`config.mk`:
```
export PLATFORM = sky130hd
export DESIGN_NAME = ring_freq_qualifier
export DESIGN_NICKNAME = d
export VERILOG_FILES = /design/src/inc/ring_qual_pkg.sv /design/src/hw/ring_freq_qualifier.sv
export SDC_FILE = /design/constraint.sdc
export NUM_CORES = 1
export LEC_CHECK = 0
export ABC_AREA = 1
export BUFFER_PORTS_ARGS = -buffer_cell sky130_fd_sc_hd__clkbuf_2
export CORE_ASPECT_RATIO = 0.75
export CORE_MARGIN = 8
export CORE_UTILIZATION = 25
export CTS_BUF_LIST = sky130_fd_sc_hd__clkbuf_8
export DETAILED_ROUTE_END_ITERATION = 12
export GPL_TIMING_DRIVEN = 0
export PLACE_DENSITY = 0.53
export SLEW_MARGIN = 20
export SYNTH_ARGS = -nofsm -noshare
export SYNTH_HDL_FRONTEND = slang
export SYNTH_SLANG_ARGS = --single-unit
```
`constraint.sdc`:
```
create_clock -name clk -period 3.7 [get_ports clk]
set_input_delay 0.185 -clock clk [delete_from_list [all_inputs] [get_ports clk]]
set_output_delay 0.185 -clock clk [all_outputs]
set_load 0.05 [all_outputs]
```
`src/inc/ring_qual_pkg.sv`:
```
/*
  Package for the ring frequency qualifier: register map, field layouts,
  reset values, timing constants, state codes and APB carrier structs.
  Assumes a 100 MHz system clock and an APB master with 32-bit data.
*/
package ring_qual_pkg;
  // Clock and timing base
  localparam int CLK_PERIOD_NS = 10;
  localparam int MS_NS = 1000000;
  localparam int MS_CYCLES_DFLT = MS_NS / CLK_PERIOD_NS;
  localparam int MS_W = 17;
  localparam logic [0:0] TICK_HALF_LAST = 1'h1; // Two 1 ms steps make the 2 ms tick
  localparam int TIME_W = 11;
  localparam logic [TIME_W-1:0] TIME_MAX = 11'h7ff;
  // Decode units in ms
  localparam logic [TIME_W-1:0] DELAY_UNIT_MS = 11'h100;
  localparam logic [TIME_W-1:0] TIMEOUT_UNIT_MS = 11'h080;
  localparam logic [TIME_W-1:0] CONF_T0 = 11'h064;
  localparam logic [TIME_W-1:0] CONF_T1 = 11'h096;
  localparam logic [TIME_W-1:0] CONF_T2 = 11'h0c8;
  localparam logic [TIME_W-1:0] CONF_T3 = 11'h100;
  localparam logic [TIME_W-1:0] CONF_T4 = 11'h180;
  localparam logic [TIME_W-1:0] CONF_T5 = 11'h200;
  localparam logic [TIME_W-1:0] CONF_T6 = 11'h280;
  localparam logic [TIME_W-1:0] CONF_T7 = 11'h400;
  localparam logic [3:0] TIMEOUT_FORBIDDEN = 4'h0;
  localparam logic [3:0] TIMEOUT_FALLBACK = 4'h1;
  // Register indices and byte addresses
  localparam logic [7:0] IDX_CTRL1 = 8'h16;
  localparam logic [7:0] IDX_CTRL2 = 8'h17;
  localparam logic [7:0] IDX_CTRL3 = 8'h18;
  localparam logic [7:0] ADDR_CTRL1 = 8'(IDX_CTRL1 << 2);
  localparam logic [7:0] ADDR_CTRL2 = 8'(IDX_CTRL2 << 2);
  localparam logic [7:0] ADDR_CTRL3 = 8'(IDX_CTRL3 << 2);
  localparam logic [7:0] ADDR_STATUS = 8'h70;
  localparam logic [7:0] ADDR_MASK = 8'h74;
  localparam logic [7:0] ADDR_STATE = 8'h78;
  localparam logic [7:0] CTRL1_RST = 8'h96;
  localparam logic [7:0] CTRL2_RST = 8'h2d;
  localparam logic [7:0] CTRL3_RST = 8'h19;
  // Status bits
  localparam int STS_W = 3;
  localparam int STS_START = 0;
  localparam int STS_END = 1;
  localparam int STS_REJECT = 2;
  localparam logic [STS_W-1:0] STS_NONE = 3'h0;
  // Register layouts
  typedef struct packed {
    logic [1:0] ring_indicate_delay_lo;
    logic [5:0] ring_max_freq_limit;
  } ctrl_one_s;
  typedef struct packed {
    logic ring_indicate_delay_hi;
    logic [3:0] ring_end_timeout;
    logic [2:0] ring_confirm_time;
  } ctrl_two_s;
  typedef struct packed {
    logic [1:0] spare;
    logic [5:0] min_period_load;
  } ctrl_three_s;
  // Qualifier states, Gray along idle-confirm-delay-ringing
  typedef enum logic [1:0] {
    ST_IDLE = 2'b00,
    ST_CONFIRM = 2'b01,
    ST_DELAY = 2'b11,
    ST_RINGING = 2'b10
  } qual_state_e;
  // APB carriers
  typedef struct packed {
    logic psel;
    logic penable;
    logic pwrite;
    logic [7:0] paddr;
    logic [31:0] pwdata;
  } apb_req_s;
  typedef struct packed {
    logic [31:0] prdata;
    logic pready;
    logic pslverr;
  } apb_rsp_s;
endpackage

```
`src/hw/ring_freq_qualifier.sv`:
```
/*
  Ring frequency qualifier with APB register slave and interrupt.
  Assumes tr_event is a one-cycle pulse synchronous to clk from the
  line-side ring threshold detector, and an APB master on clk.
*/
// The APB interface to the registers was decided locally.
// What this block does
// - Rejects rings faster than the programmed maximum-frequency limit, about ten percent tolerance.
// - Each tip/ring event loads the qualification timer, which counts down every 2 ms.
// - On the next event, remaining timer above the limit marks the ring invalid.
// - Load minus limit gives the shortest accepted event gap in 2 ms units.
// - Validated ring is indicated after a 0 to 1792 ms programmable delay.
// - Ring ends after timeout of 128 ms steps since last crossing; 0000 forbidden, but the code accepts it and times out as for 0001 (128 ms).
// - Ring is valid after frequency stays in tolerance for the confirmation time.
`timescale 1ns/1ps
module ring_freq_qualifier #(
  parameter int MS_CYCLES = ring_qual_pkg::MS_CYCLES_DFLT
) (
  input wire logic clk,
  input wire logic nrst,
  input wire ring_qual_pkg::apb_req_s apb_req,
  output ring_qual_pkg::apb_rsp_s apb_rsp,
  input wire logic tr_event,
  output logic ring_valid,
  output logic irq
);
  import ring_qual_pkg::*;

  // Delay code in ms; codes between 010 and 111 follow the same 256 ms step
  function automatic logic [TIME_W-1:0] delay_ms(input logic [2:0] code);
    delay_ms = TIME_W'(code * DELAY_UNIT_MS);
  endfunction

  // Timeout code in ms; the forbidden code acts as the shortest step
  function automatic logic [TIME_W-1:0] timeout_ms(input logic [3:0] code);
    logic [3:0] c;
    c = (code == TIMEOUT_FORBIDDEN) ? TIMEOUT_FALLBACK : code;
    timeout_ms = TIME_W'(c * TIMEOUT_UNIT_MS);
  endfunction

  // Confirmation code in ms
  function automatic logic [TIME_W-1:0] confirm_ms(input logic [2:0] code);
    unique case (code)
      3'h0: confirm_ms = CONF_T0;
      3'h1: confirm_ms = CONF_T1;
      3'h2: confirm_ms = CONF_T2;
      3'h3: confirm_ms = CONF_T3;
      3'h4: confirm_ms = CONF_T4;
      3'h5: confirm_ms = CONF_T5;
      3'h6: confirm_ms = CONF_T6;
      3'h7: confirm_ms = CONF_T7;
    endcase
  endfunction

  ctrl_one_s ctrl1_q, ctrl1_d;
  ctrl_two_s ctrl2_q, ctrl2_d;
  ctrl_three_s ctrl3_q, ctrl3_d;
  logic [STS_W-1:0] sts_q, sts_d, mask_q, mask_d;
  apb_rsp_s rsp_q, rsp_d;
  logic irq_q, irq_d;
  qual_state_e state_q, state_d;
  logic [MS_W-1:0] ms_cnt_q, ms_cnt_d;
  logic half_q, half_d;
  logic [5:0] qtmr_q, qtmr_d;
  logic [TIME_W-1:0] gap_q, gap_d, phase_q, phase_d;
  logic armed_q, armed_d, valid_q, valid_d;
  logic ms_tick, tick2, too_fast, timed_out, setup, access;
  logic [STS_W-1:0] ev;

  assign apb_rsp = rsp_q;
  assign ring_valid = valid_q;
  assign irq = irq_q;

  // Time base and event decode
  always_comb begin
    ms_tick = (ms_cnt_q == MS_W'(MS_CYCLES - 1));
    tick2 = ms_tick && (half_q == TICK_HALF_LAST);
    too_fast = tr_event && armed_q && (qtmr_q > ctrl1_q.ring_max_freq_limit);
    timed_out = armed_q && (gap_q >= timeout_ms(ctrl2_q.ring_end_timeout));
    setup = apb_req.psel && !apb_req.penable;
    access = apb_req.psel && apb_req.penable && rsp_q.pready;
  end

  // Qualifier next state
  always_comb begin
    ms_cnt_d = ms_tick ? '0 : ms_cnt_q + 1'b1;
    half_d = ms_tick ? ~half_q : half_q;
    qtmr_d = qtmr_q;
    gap_d = gap_q;
    phase_d = phase_q;
    armed_d = armed_q;
    state_d = state_q;
    ev = STS_NONE;
    // Interval timer: load on event, count down, stop at zero
    if (tr_event) begin
      qtmr_d = ctrl3_q.min_period_load;
    end else if (tick2 && qtmr_q != '0) begin
      qtmr_d = qtmr_q - 1'b1;
    end
    // Time since the latest crossing, saturating
    if (tr_event) begin
      gap_d = '0;
    end else if (ms_tick && gap_q != TIME_MAX) begin
      gap_d = gap_q + 1'b1;
    end
    if (ms_tick && phase_q != TIME_MAX) begin
      phase_d = phase_q + 1'b1;
    end
    if (tr_event) begin
      armed_d = 1'b1;
    end
    unique case (state_q)
      ST_IDLE: begin
        if (tr_event && !too_fast) begin
          state_d = ST_CONFIRM;
          phase_d = '0;
        end
      end
      ST_CONFIRM: begin
        if (phase_q >= confirm_ms(ctrl2_q.ring_confirm_time)) begin
          state_d = ST_DELAY;
          phase_d = '0;
        end
      end
      ST_DELAY: begin
        if (phase_q >= delay_ms({ctrl2_q.ring_indicate_delay_hi,
                                 ctrl1_q.ring_indicate_delay_lo})) begin
          state_d = ST_RINGING;
          ev[STS_START] = 1'b1;
        end
      end
      ST_RINGING: ;
    endcase
    // Too fast or timed out drops back to idle from any active state
    if (state_q != ST_IDLE && too_fast) begin
      state_d = ST_IDLE;
      ev[STS_REJECT] = 1'b1;
      ev[STS_END] = (state_q == ST_RINGING);
    end else if (state_q != ST_IDLE && timed_out && !tr_event) begin
      state_d = ST_IDLE;
      armed_d = 1'b0;
      ev[STS_END] = (state_q == ST_RINGING);
    end else if (state_q == ST_IDLE && too_fast) begin
      ev[STS_REJECT] = 1'b1;
    end else if (state_q == ST_IDLE && timed_out && !tr_event) begin
      armed_d = 1'b0;
    end
    valid_d = (state_d == ST_RINGING);
  end

  // Register file, sticky status and APB answer
  always_comb begin
    ctrl1_d = ctrl1_q;
    ctrl2_d = ctrl2_q;
    ctrl3_d = ctrl3_q;
    mask_d = mask_q;
    sts_d = sts_q;
    rsp_d = '0;
    if (access && apb_req.pwrite) begin
      unique case (apb_req.paddr)
        ADDR_CTRL1: ctrl1_d = apb_req.pwdata[7:0];
        ADDR_CTRL2: ctrl2_d = apb_req.pwdata[7:0];
        ADDR_CTRL3: ctrl3_d = apb_req.pwdata[7:0];
        ADDR_MASK: mask_d = apb_req.pwdata[STS_W-1:0];
        default: ;
      endcase
    end
    // Read clears status; a new event in the same cycle wins
    if (access && !apb_req.pwrite && apb_req.paddr == ADDR_STATUS) begin
      sts_d = STS_NONE;
    end
    sts_d = sts_d | ev;
    if (setup) begin
      rsp_d.pready = 1'b1;
      unique case (apb_req.paddr)
        ADDR_CTRL1: rsp_d.prdata = 32'(ctrl1_q);
        ADDR_CTRL2: rsp_d.prdata = 32'(ctrl2_q);
        ADDR_CTRL3: rsp_d.prdata = 32'(ctrl3_q);
        ADDR_STATUS: rsp_d.prdata = 32'(sts_q | ev); // A flag set now is reported, not lost
        ADDR_MASK: rsp_d.prdata = 32'(mask_q);
        ADDR_STATE: rsp_d.prdata = 32'({qtmr_q, state_q});
        default: rsp_d.pslverr = 1'b1;
      endcase
    end
    irq_d = |(sts_d & mask_d);
  end

  // State registers
  always_ff @(posedge clk or negedge nrst) begin
    if (!nrst) begin
      ctrl1_q <= CTRL1_RST;
      ctrl2_q <= CTRL2_RST;
      ctrl3_q <= CTRL3_RST;
      mask_q <= STS_NONE;
      sts_q <= STS_NONE;
      rsp_q <= '0;
      irq_q <= 1'b0;
      state_q <= ST_IDLE;
      ms_cnt_q <= '0;
      half_q <= 1'b0;
      qtmr_q <= '0;
      gap_q <= '0;
      phase_q <= '0;
      armed_q <= 1'b0;
      valid_q <= 1'b0;
    end else begin
      ctrl1_q <= ctrl1_d;
      ctrl2_q <= ctrl2_d;
      ctrl3_q <= ctrl3_d;
      mask_q <= mask_d;
      sts_q <= sts_d;
      rsp_q <= rsp_d;
      irq_q <= irq_d;
      state_q <= state_d;
      ms_cnt_q <= ms_cnt_d;
      half_q <= half_d;
      qtmr_q <= qtmr_d;
      gap_q <= gap_d;
      phase_q <= phase_d;
      armed_q <= armed_d;
      valid_q <= valid_d;
    end
  end
endmodule // ring_freq_qualifier

```
==> impl_metrics.ini, run 1 <==
[global_routing]
antenna_found_initial = 0
grt_pass1_wl_um = 23900
overflow = 0
grtUsageTotal_pct = 10.7
grt_pass1_vias = 4546
grt_start_max_net_pins = 64

[route]
drt_first_pass_iters = 5
drc_errors = 0
dr_total_vias = 4821
met3_length_um = 647
routed_wl_um = 14600
viasPerCell = 4.32
first_iter_violations = 299
routed.top_layer = met4
wl_met1_um = 7910
wl_met2_um = 5880
postRouteAntennaNets = 0
wl_per_cell_um = 13.1

[floorplan]
fp-row-count = 47
die_w_um = 190
dieArea_um2 = 27900
ios = 82
core_area_um2 = 22200
fp.dieH_um = 147
start_util_pct = 25.6

[cts]
numCtsBuffers = 9
clock_latency_ps = 390
clock_sinks = 91
htree_levels = 3
path_clk_slew_ps = 90
cts_resized = 0
tritoncts = built
postCtsSetupBuffers = 0
root_buffer = clkbuf_8
cts_buffer_depth = 2

[sta]
max_freq_mhz = 411
setup_violations = 0
post-route-min-period_ps = 2430
finalHoldViolCount = 0
layout_setup_ws_ps = 1270
fin_skew_ps = 8.89
fin_crit_sh_pct = 65.8
tns_ps = 0
slew_viol_final = 0
hold_ws_ps = 35.1
rsz0062_at_grt = no

[logic_synthesis]
ys_warn_count = 0
synth_cell_type_count = 41
synth-edff-count = 0
ys_seq_area_share_pct = 40.3
ys.flop_type = dfrtp_1
synth_area_um2 = 5680
synth_top_area_cell = dfrtp_1
synth.most_common_cell = nand2_1
yosysTopAreaCellShare_pct = 35.2
ys_seq_elements = 91
async_flop_share_pct = 100
syn_inst = 748
synth.area.top_cells = dfrtp_1 (35%), nand2_1 (12%), ha_1 (7.3%), inv_1 (6.7%), dfstp_2 (5.1%)
synth_common_cells = nand2_1 (183), inv_1 (102), dfrtp_1 (80), nor2_1 (69), o21ai_0 (40)
synth_area_per_cell_um2 = 7.60

[job]
maxCapViolCount = 0

[critical_path]
path_class = flop to flop
critPathRequiredTime_ps = 3970
cp.arrival_ps = 2710
critical_path.max_fanout = 10
crit_path_end_kind = flop
startpoint_type = flop

[min_path]
hold_class = input pin to flop

[final_layout]
nFillCells = 2396
syn2layout_area_growth_pct = 14.7
seqCellArea_um2 = 2290
antennaDiodeCount = 0
multi_input_area_um2 = 2830
fin_nets = 896
layout-drive-gt1-share_pct = 15.1

[run_status]
status = completed

[place]
portBuffers = 32
gp_congestion = 0.889
dp_hpwl_um = 11300
pre_cts_ws_ps = 1260

[power_and_ir_drop]
peakVddDrop_v = 0.000169
power_mw = 1.99
power.leakage_nw = 3.23
power.density_nw_per_um2 = 306
logic make-up (layout without fill, tap and decap cells):
family	count (synthesis)	after routing	synth area share [%]
AND/OR/NAND/NOR	366	366	28.9
buffers and inverters	142	193	11.4
AO/OA/AOI/OAI	95	95	8.94
flip-flops	91	91	40.3
adder cells (fa/ha/maj)	33	33	7.26
XOR/XNOR	19	19	2.93
other	1	24	0.0660
multiplexers	1	1	0.176
critical path: stages (launching register included):
cell	delay [ps]
dfstp_2	580
inv_1	100
ha_1	300
o21ai_0	90
ha_1	320
nand2_1	60
nor2_1	120
o211ai_1	110
nand3_1	90
nor2_1	60
a21oi_1	160
buf_2	260
nor2_1	70
timing repair:
| action | CTS | global route |
|---|---|---|
| endpoints found under the hold margin | 29 | 0 |
| hold buffers | 2 | 0 |
| setup endpoints to repair | 0 | 0 |
final cells by class:
type / count / area share (%)
multi-input combinational: 538 / 43.4
clock buffer: 10 / 2.11
timing repair buffer: 35 / 3.32
tap: 294 / 5.64
clock inverter: 6 / 0.403
inverter: 108 / 6.22
sequential: 91 / 35.1
buffer: 34 / 3.74
registers in the layout, summed over array words and instances, names as in the netlist, 6 cells and up:
name / count
ms_cnt_q: 17
gap_q: 11
phase_q: 11
apb_rsp: 10
ctrl1_q: 8
ctrl2_q: 8
ctrl3_q: 8
qtmr_q: 6
final timing paths:
kind                              from          end  slack (ps)  cells after the start
max                         ctrl2_q[0]   phase_q[5]        1270                     12
min                         apb_req[3]   ctrl2_q[3]          40                      3
max in group asynchronous         nrst   ctrl2_q[0]        2820                      3
min reg2reg                ms_cnt_q[0]  ms_cnt_q[0]         490                      1
max reg2reg                 ctrl2_q[0]   phase_q[5]        1270                     12
min in group asynchronous         nrst     gap_q[3]         230                      2
per-layer routing:
layer / global-route usage (%) / vias to the layer above
met5: 0 / -
met1: 16.1 / 2221
met4: 3.00 / 0
met2: 14.9 / 95
li1: - / 2493
met3: 2.24 / 12
stage by stage:
| stage | cell area (um^2) | util, % | instances |
|---|---|---|---|
| global route | 6520 | 29.4 | 1116 |
| CTS | 6520 | 29.4 | 1116 |
| global placement | 6300 | 28.4 | 1097 |
| floorplan | 5770 | - | 771 |
| detailed placement | 6330 | 28.6 | 1098 |
| finish | 6520 | 29.4 | 1116 |
layout by cell type (no fill, tap or decap), types with 23 or more instances in the layout:
cell type	n
buf_4	26
a21oi_1	25
nor2_1	69
dfrtp_1	80
nand2_1	183
o21ai_0	40
conb_1	24
inv_1	105
nand3_1	38
ha_1	33
clkbuf_2	31
nand4_1	23
power by group:
group	internal (mW)	switching [mW]
registers	1.02	0.0251
clock network	0.252	0.366
logic	0.101	0.230
total	1.37	0.622
(Power assumes the default switching activity.)
==> run 2: changes to the inputs <==
--- a/config.mk
+++ b/config.mk
@@ -13,7 +13,7 @@
 export CTS_BUF_LIST = sky130_fd_sc_hd__clkbuf_8
 export DETAILED_ROUTE_END_ITERATION = 12
 export GPL_TIMING_DRIVEN = 0
-export PLACE_DENSITY = 0.53
+export PLACE_DENSITY = 0.55
 export SLEW_MARGIN = 20
 export SYNTH_ARGS = -nofsm -noshare
 export SYNTH_HDL_FRONTEND = slang
==> constraint.sdc (replaced) <==
create_clock -name clk -period 2.2 [get_ports clk]
set_input_delay 0.11 -clock clk [delete_from_list [all_inputs] [get_ports clk]]
set_output_delay 0.11 -clock clk [all_outputs]
set_load 0.05 [all_outputs]
==> run 2 against run 1 <==
Compared with the run above: clock power up 84%; sequential cell count unchanged; utilization up 1.3 points; largest power group unchanged.
==> impl_metrics.ini, run 2 (same netlist as run 1, synthesis figures left out) <==
[run_status]
status = completed

[sta]
fin_skew_ps = 9.83
post-route-min-period_ps = 2170
tns_ps = 0
max-slew-margin-rel_pct = 62.6
rsz0062_at_grt = yes
setup_violations = 0
hold_ws_ps = 44.6
tightest_slew_ps = 561
finalHoldViolCount = 0
max_freq_mhz = 460
slew_viol_final = 0
fin_crit_sh_pct = 98.8

[power_and_ir_drop]
clkPwrFrac_pct = 32.2
switchingPower_mw = 1.10
p_int_mw = 2.43
power.leakage_nw = 3.29
seqPwrFrac_pct = 49.8
peakVddDrop_v = 0.000207
swShare_pct = 31.2
p_comb_share_pct = 18.1
power.density_nw_per_um2 = 519

[critical_path]
critical_path.max_fanout = 5
cp.arrival_ps = 2460
critPathRequiredTime_ps = 2490
reg2reg_setup_slack_ps = 30
r2r_end = phase_q[9]
slowest_stage = dfstp_2
reg2reg_depth = 12
worst_path_largest_cell_delay_ps = 580
startpoint_type = flop
reg2reg_from = ctrl2_q[0]
crit_chain = inv_4 -> ha_4 -> nand2_2 -> ha_4 -> nand2_2 -> nor2_4 -> o211ai_1 -> nand3_2 -> nor2_4 -> a21oi_4 -> buf_6 -> nor2_2
path_class = flop to flop
crit_path_end_kind = flop
critical_path.startpoint = ctrl2_q[0]

[final_layout]
multi_input_area_um2 = 2990
seqCellArea_um2 = 2290
largestRegisters = ms_cnt_q (17), gap_q (11), phase_q (11)
stdcell_count = 1125
layout-drive-gt1-share_pct = 19.0
syn2layout_area_growth_pct = 19.7
nFillCells = 2353
regMostFlops = ms_cnt_q
final_common_cell = nand2_1
antennaDiodeCount = 0
largest_reg_flops = 17
final_cell_mix = nand2_1 (177), inv_1 (101), dfrtp_1 (80), nor2_1 (62), o21ai_0 (39)
fin_nets = 905

[min_path]
hold-path-endpoint = ctrl2_q[2]
hold_class = input pin to flop
hold_path_depth = 3
min_from = apb_req[2]

[route]
wl_met1_um = 7720
met3_length_um = 790
first_iter_violations = 381
routed_wl_um = 14900
wl_per_cell_um = 13.2
postRouteAntennaNets = 0
drt_first_pass_iters = 5
routed.top_layer = met4
wl_met2_um = 6250
viasPerCell = 4.37
dr_total_vias = 4917
drc_errors = 0

[floorplan]
start_util_pct = 25.6
dieArea_um2 = 27900
die_w_um = 190
ios = 82
fp.dieH_um = 147
core_area_um2 = 22200
fp-row-count = 47

[global_routing]
overflow = 0
grtUsageTotal_pct = 11.0
grt_start_max_net_pins = 52
grt_pass1_vias = 4656
antenna_found_initial = 0
grt_pass1_wl_um = 24900

[place]
gp_congestion = 0.860
dp_hpwl_um = 11300
portBuffers = 32
placed_cells = 1098

[cts]
root_buffer = clkbuf_8
htree_levels = 3
tritoncts = built
cts_buffer_depth = 2
numCtsBuffers = 9
path_clk_slew_ps = 90
clock_sinks = 91
clock_latency_ps = 390

[job]
maxCapViolCount = 0
-- run 2: timing repair --
action	CTS	global route
setup buffers	4	0
pin swaps	17	9
endpoints found under the hold margin	63	0
resized for setup	27	13
cloned	1	0
endpoints found under the setup margin	13	14
hold buffers	7	0
-- run 2: per-stage QoR --
stage               power (mW)  utilization (%)  worst slack [ps]  cell area, um^2
floorplan                 2.18                -              42.0             5770
global placement          2.33             28.4              -287             6300
detailed placement        2.34             28.6              -313             6330
CTS                       3.57             30.4             -32.1             6730
global route              3.72             30.7             -86.0             6800
finish                    3.53             30.7              25.8             6800
-- run 2: power groups by stage --
stage               sequential [mW]  clock (mW)  combinational, mW
floorplan                      1.78           0              0.394
global route                   1.77        1.25              0.707
global placement               1.78           0              0.547
detailed placement             1.78           0              0.557
CTS                            1.76        1.19              0.630
finish                         1.76        1.14              0.637
-- run 2: worst max path at each step --
stage,to,depth (start not counted)
after detailed placement,phase_q[9],12
after CTS,phase_q[7],12
after floorplan,phase_q[1],12
after global placement,phase_q[1],12
final,phase_q[9],12
after global routing,phase_q[7],12
-- run 2: routing by layer --
metal | up-vias | global-route usage (%)
met5 | - | 0
met4 | 0 | 2.34
met3 | 7 | 3.05
met2 | 108 | 15.7
met1 | 2296 | 16.1
li1 | 2506 | -
-- run 2: worst max-delay path: cells and delay by family, from the launching register on --
kind                       cells  cell delay (ps)
buffers and inverters          2              200
DFF                            1              580
adders and majority gates      2              550
AOI/OAI and AO/OA              2              280
and+or+nand+nor                6              450
-- run 2: area by class of cell --
| class | instances | area share (%) |
|---|---|---|
| clock buffer | 12 | 2.43 |
| clock inverter | 4 | 0.386 |
| timing repair buffer | 45 | 4.58 |
| buffer | 33 | 3.62 |
| inverter | 108 | 6.00 |
| multi-input combinational | 538 | 43.9 |
| tap | 294 | 5.41 |
| sequential | 91 | 33.7 |
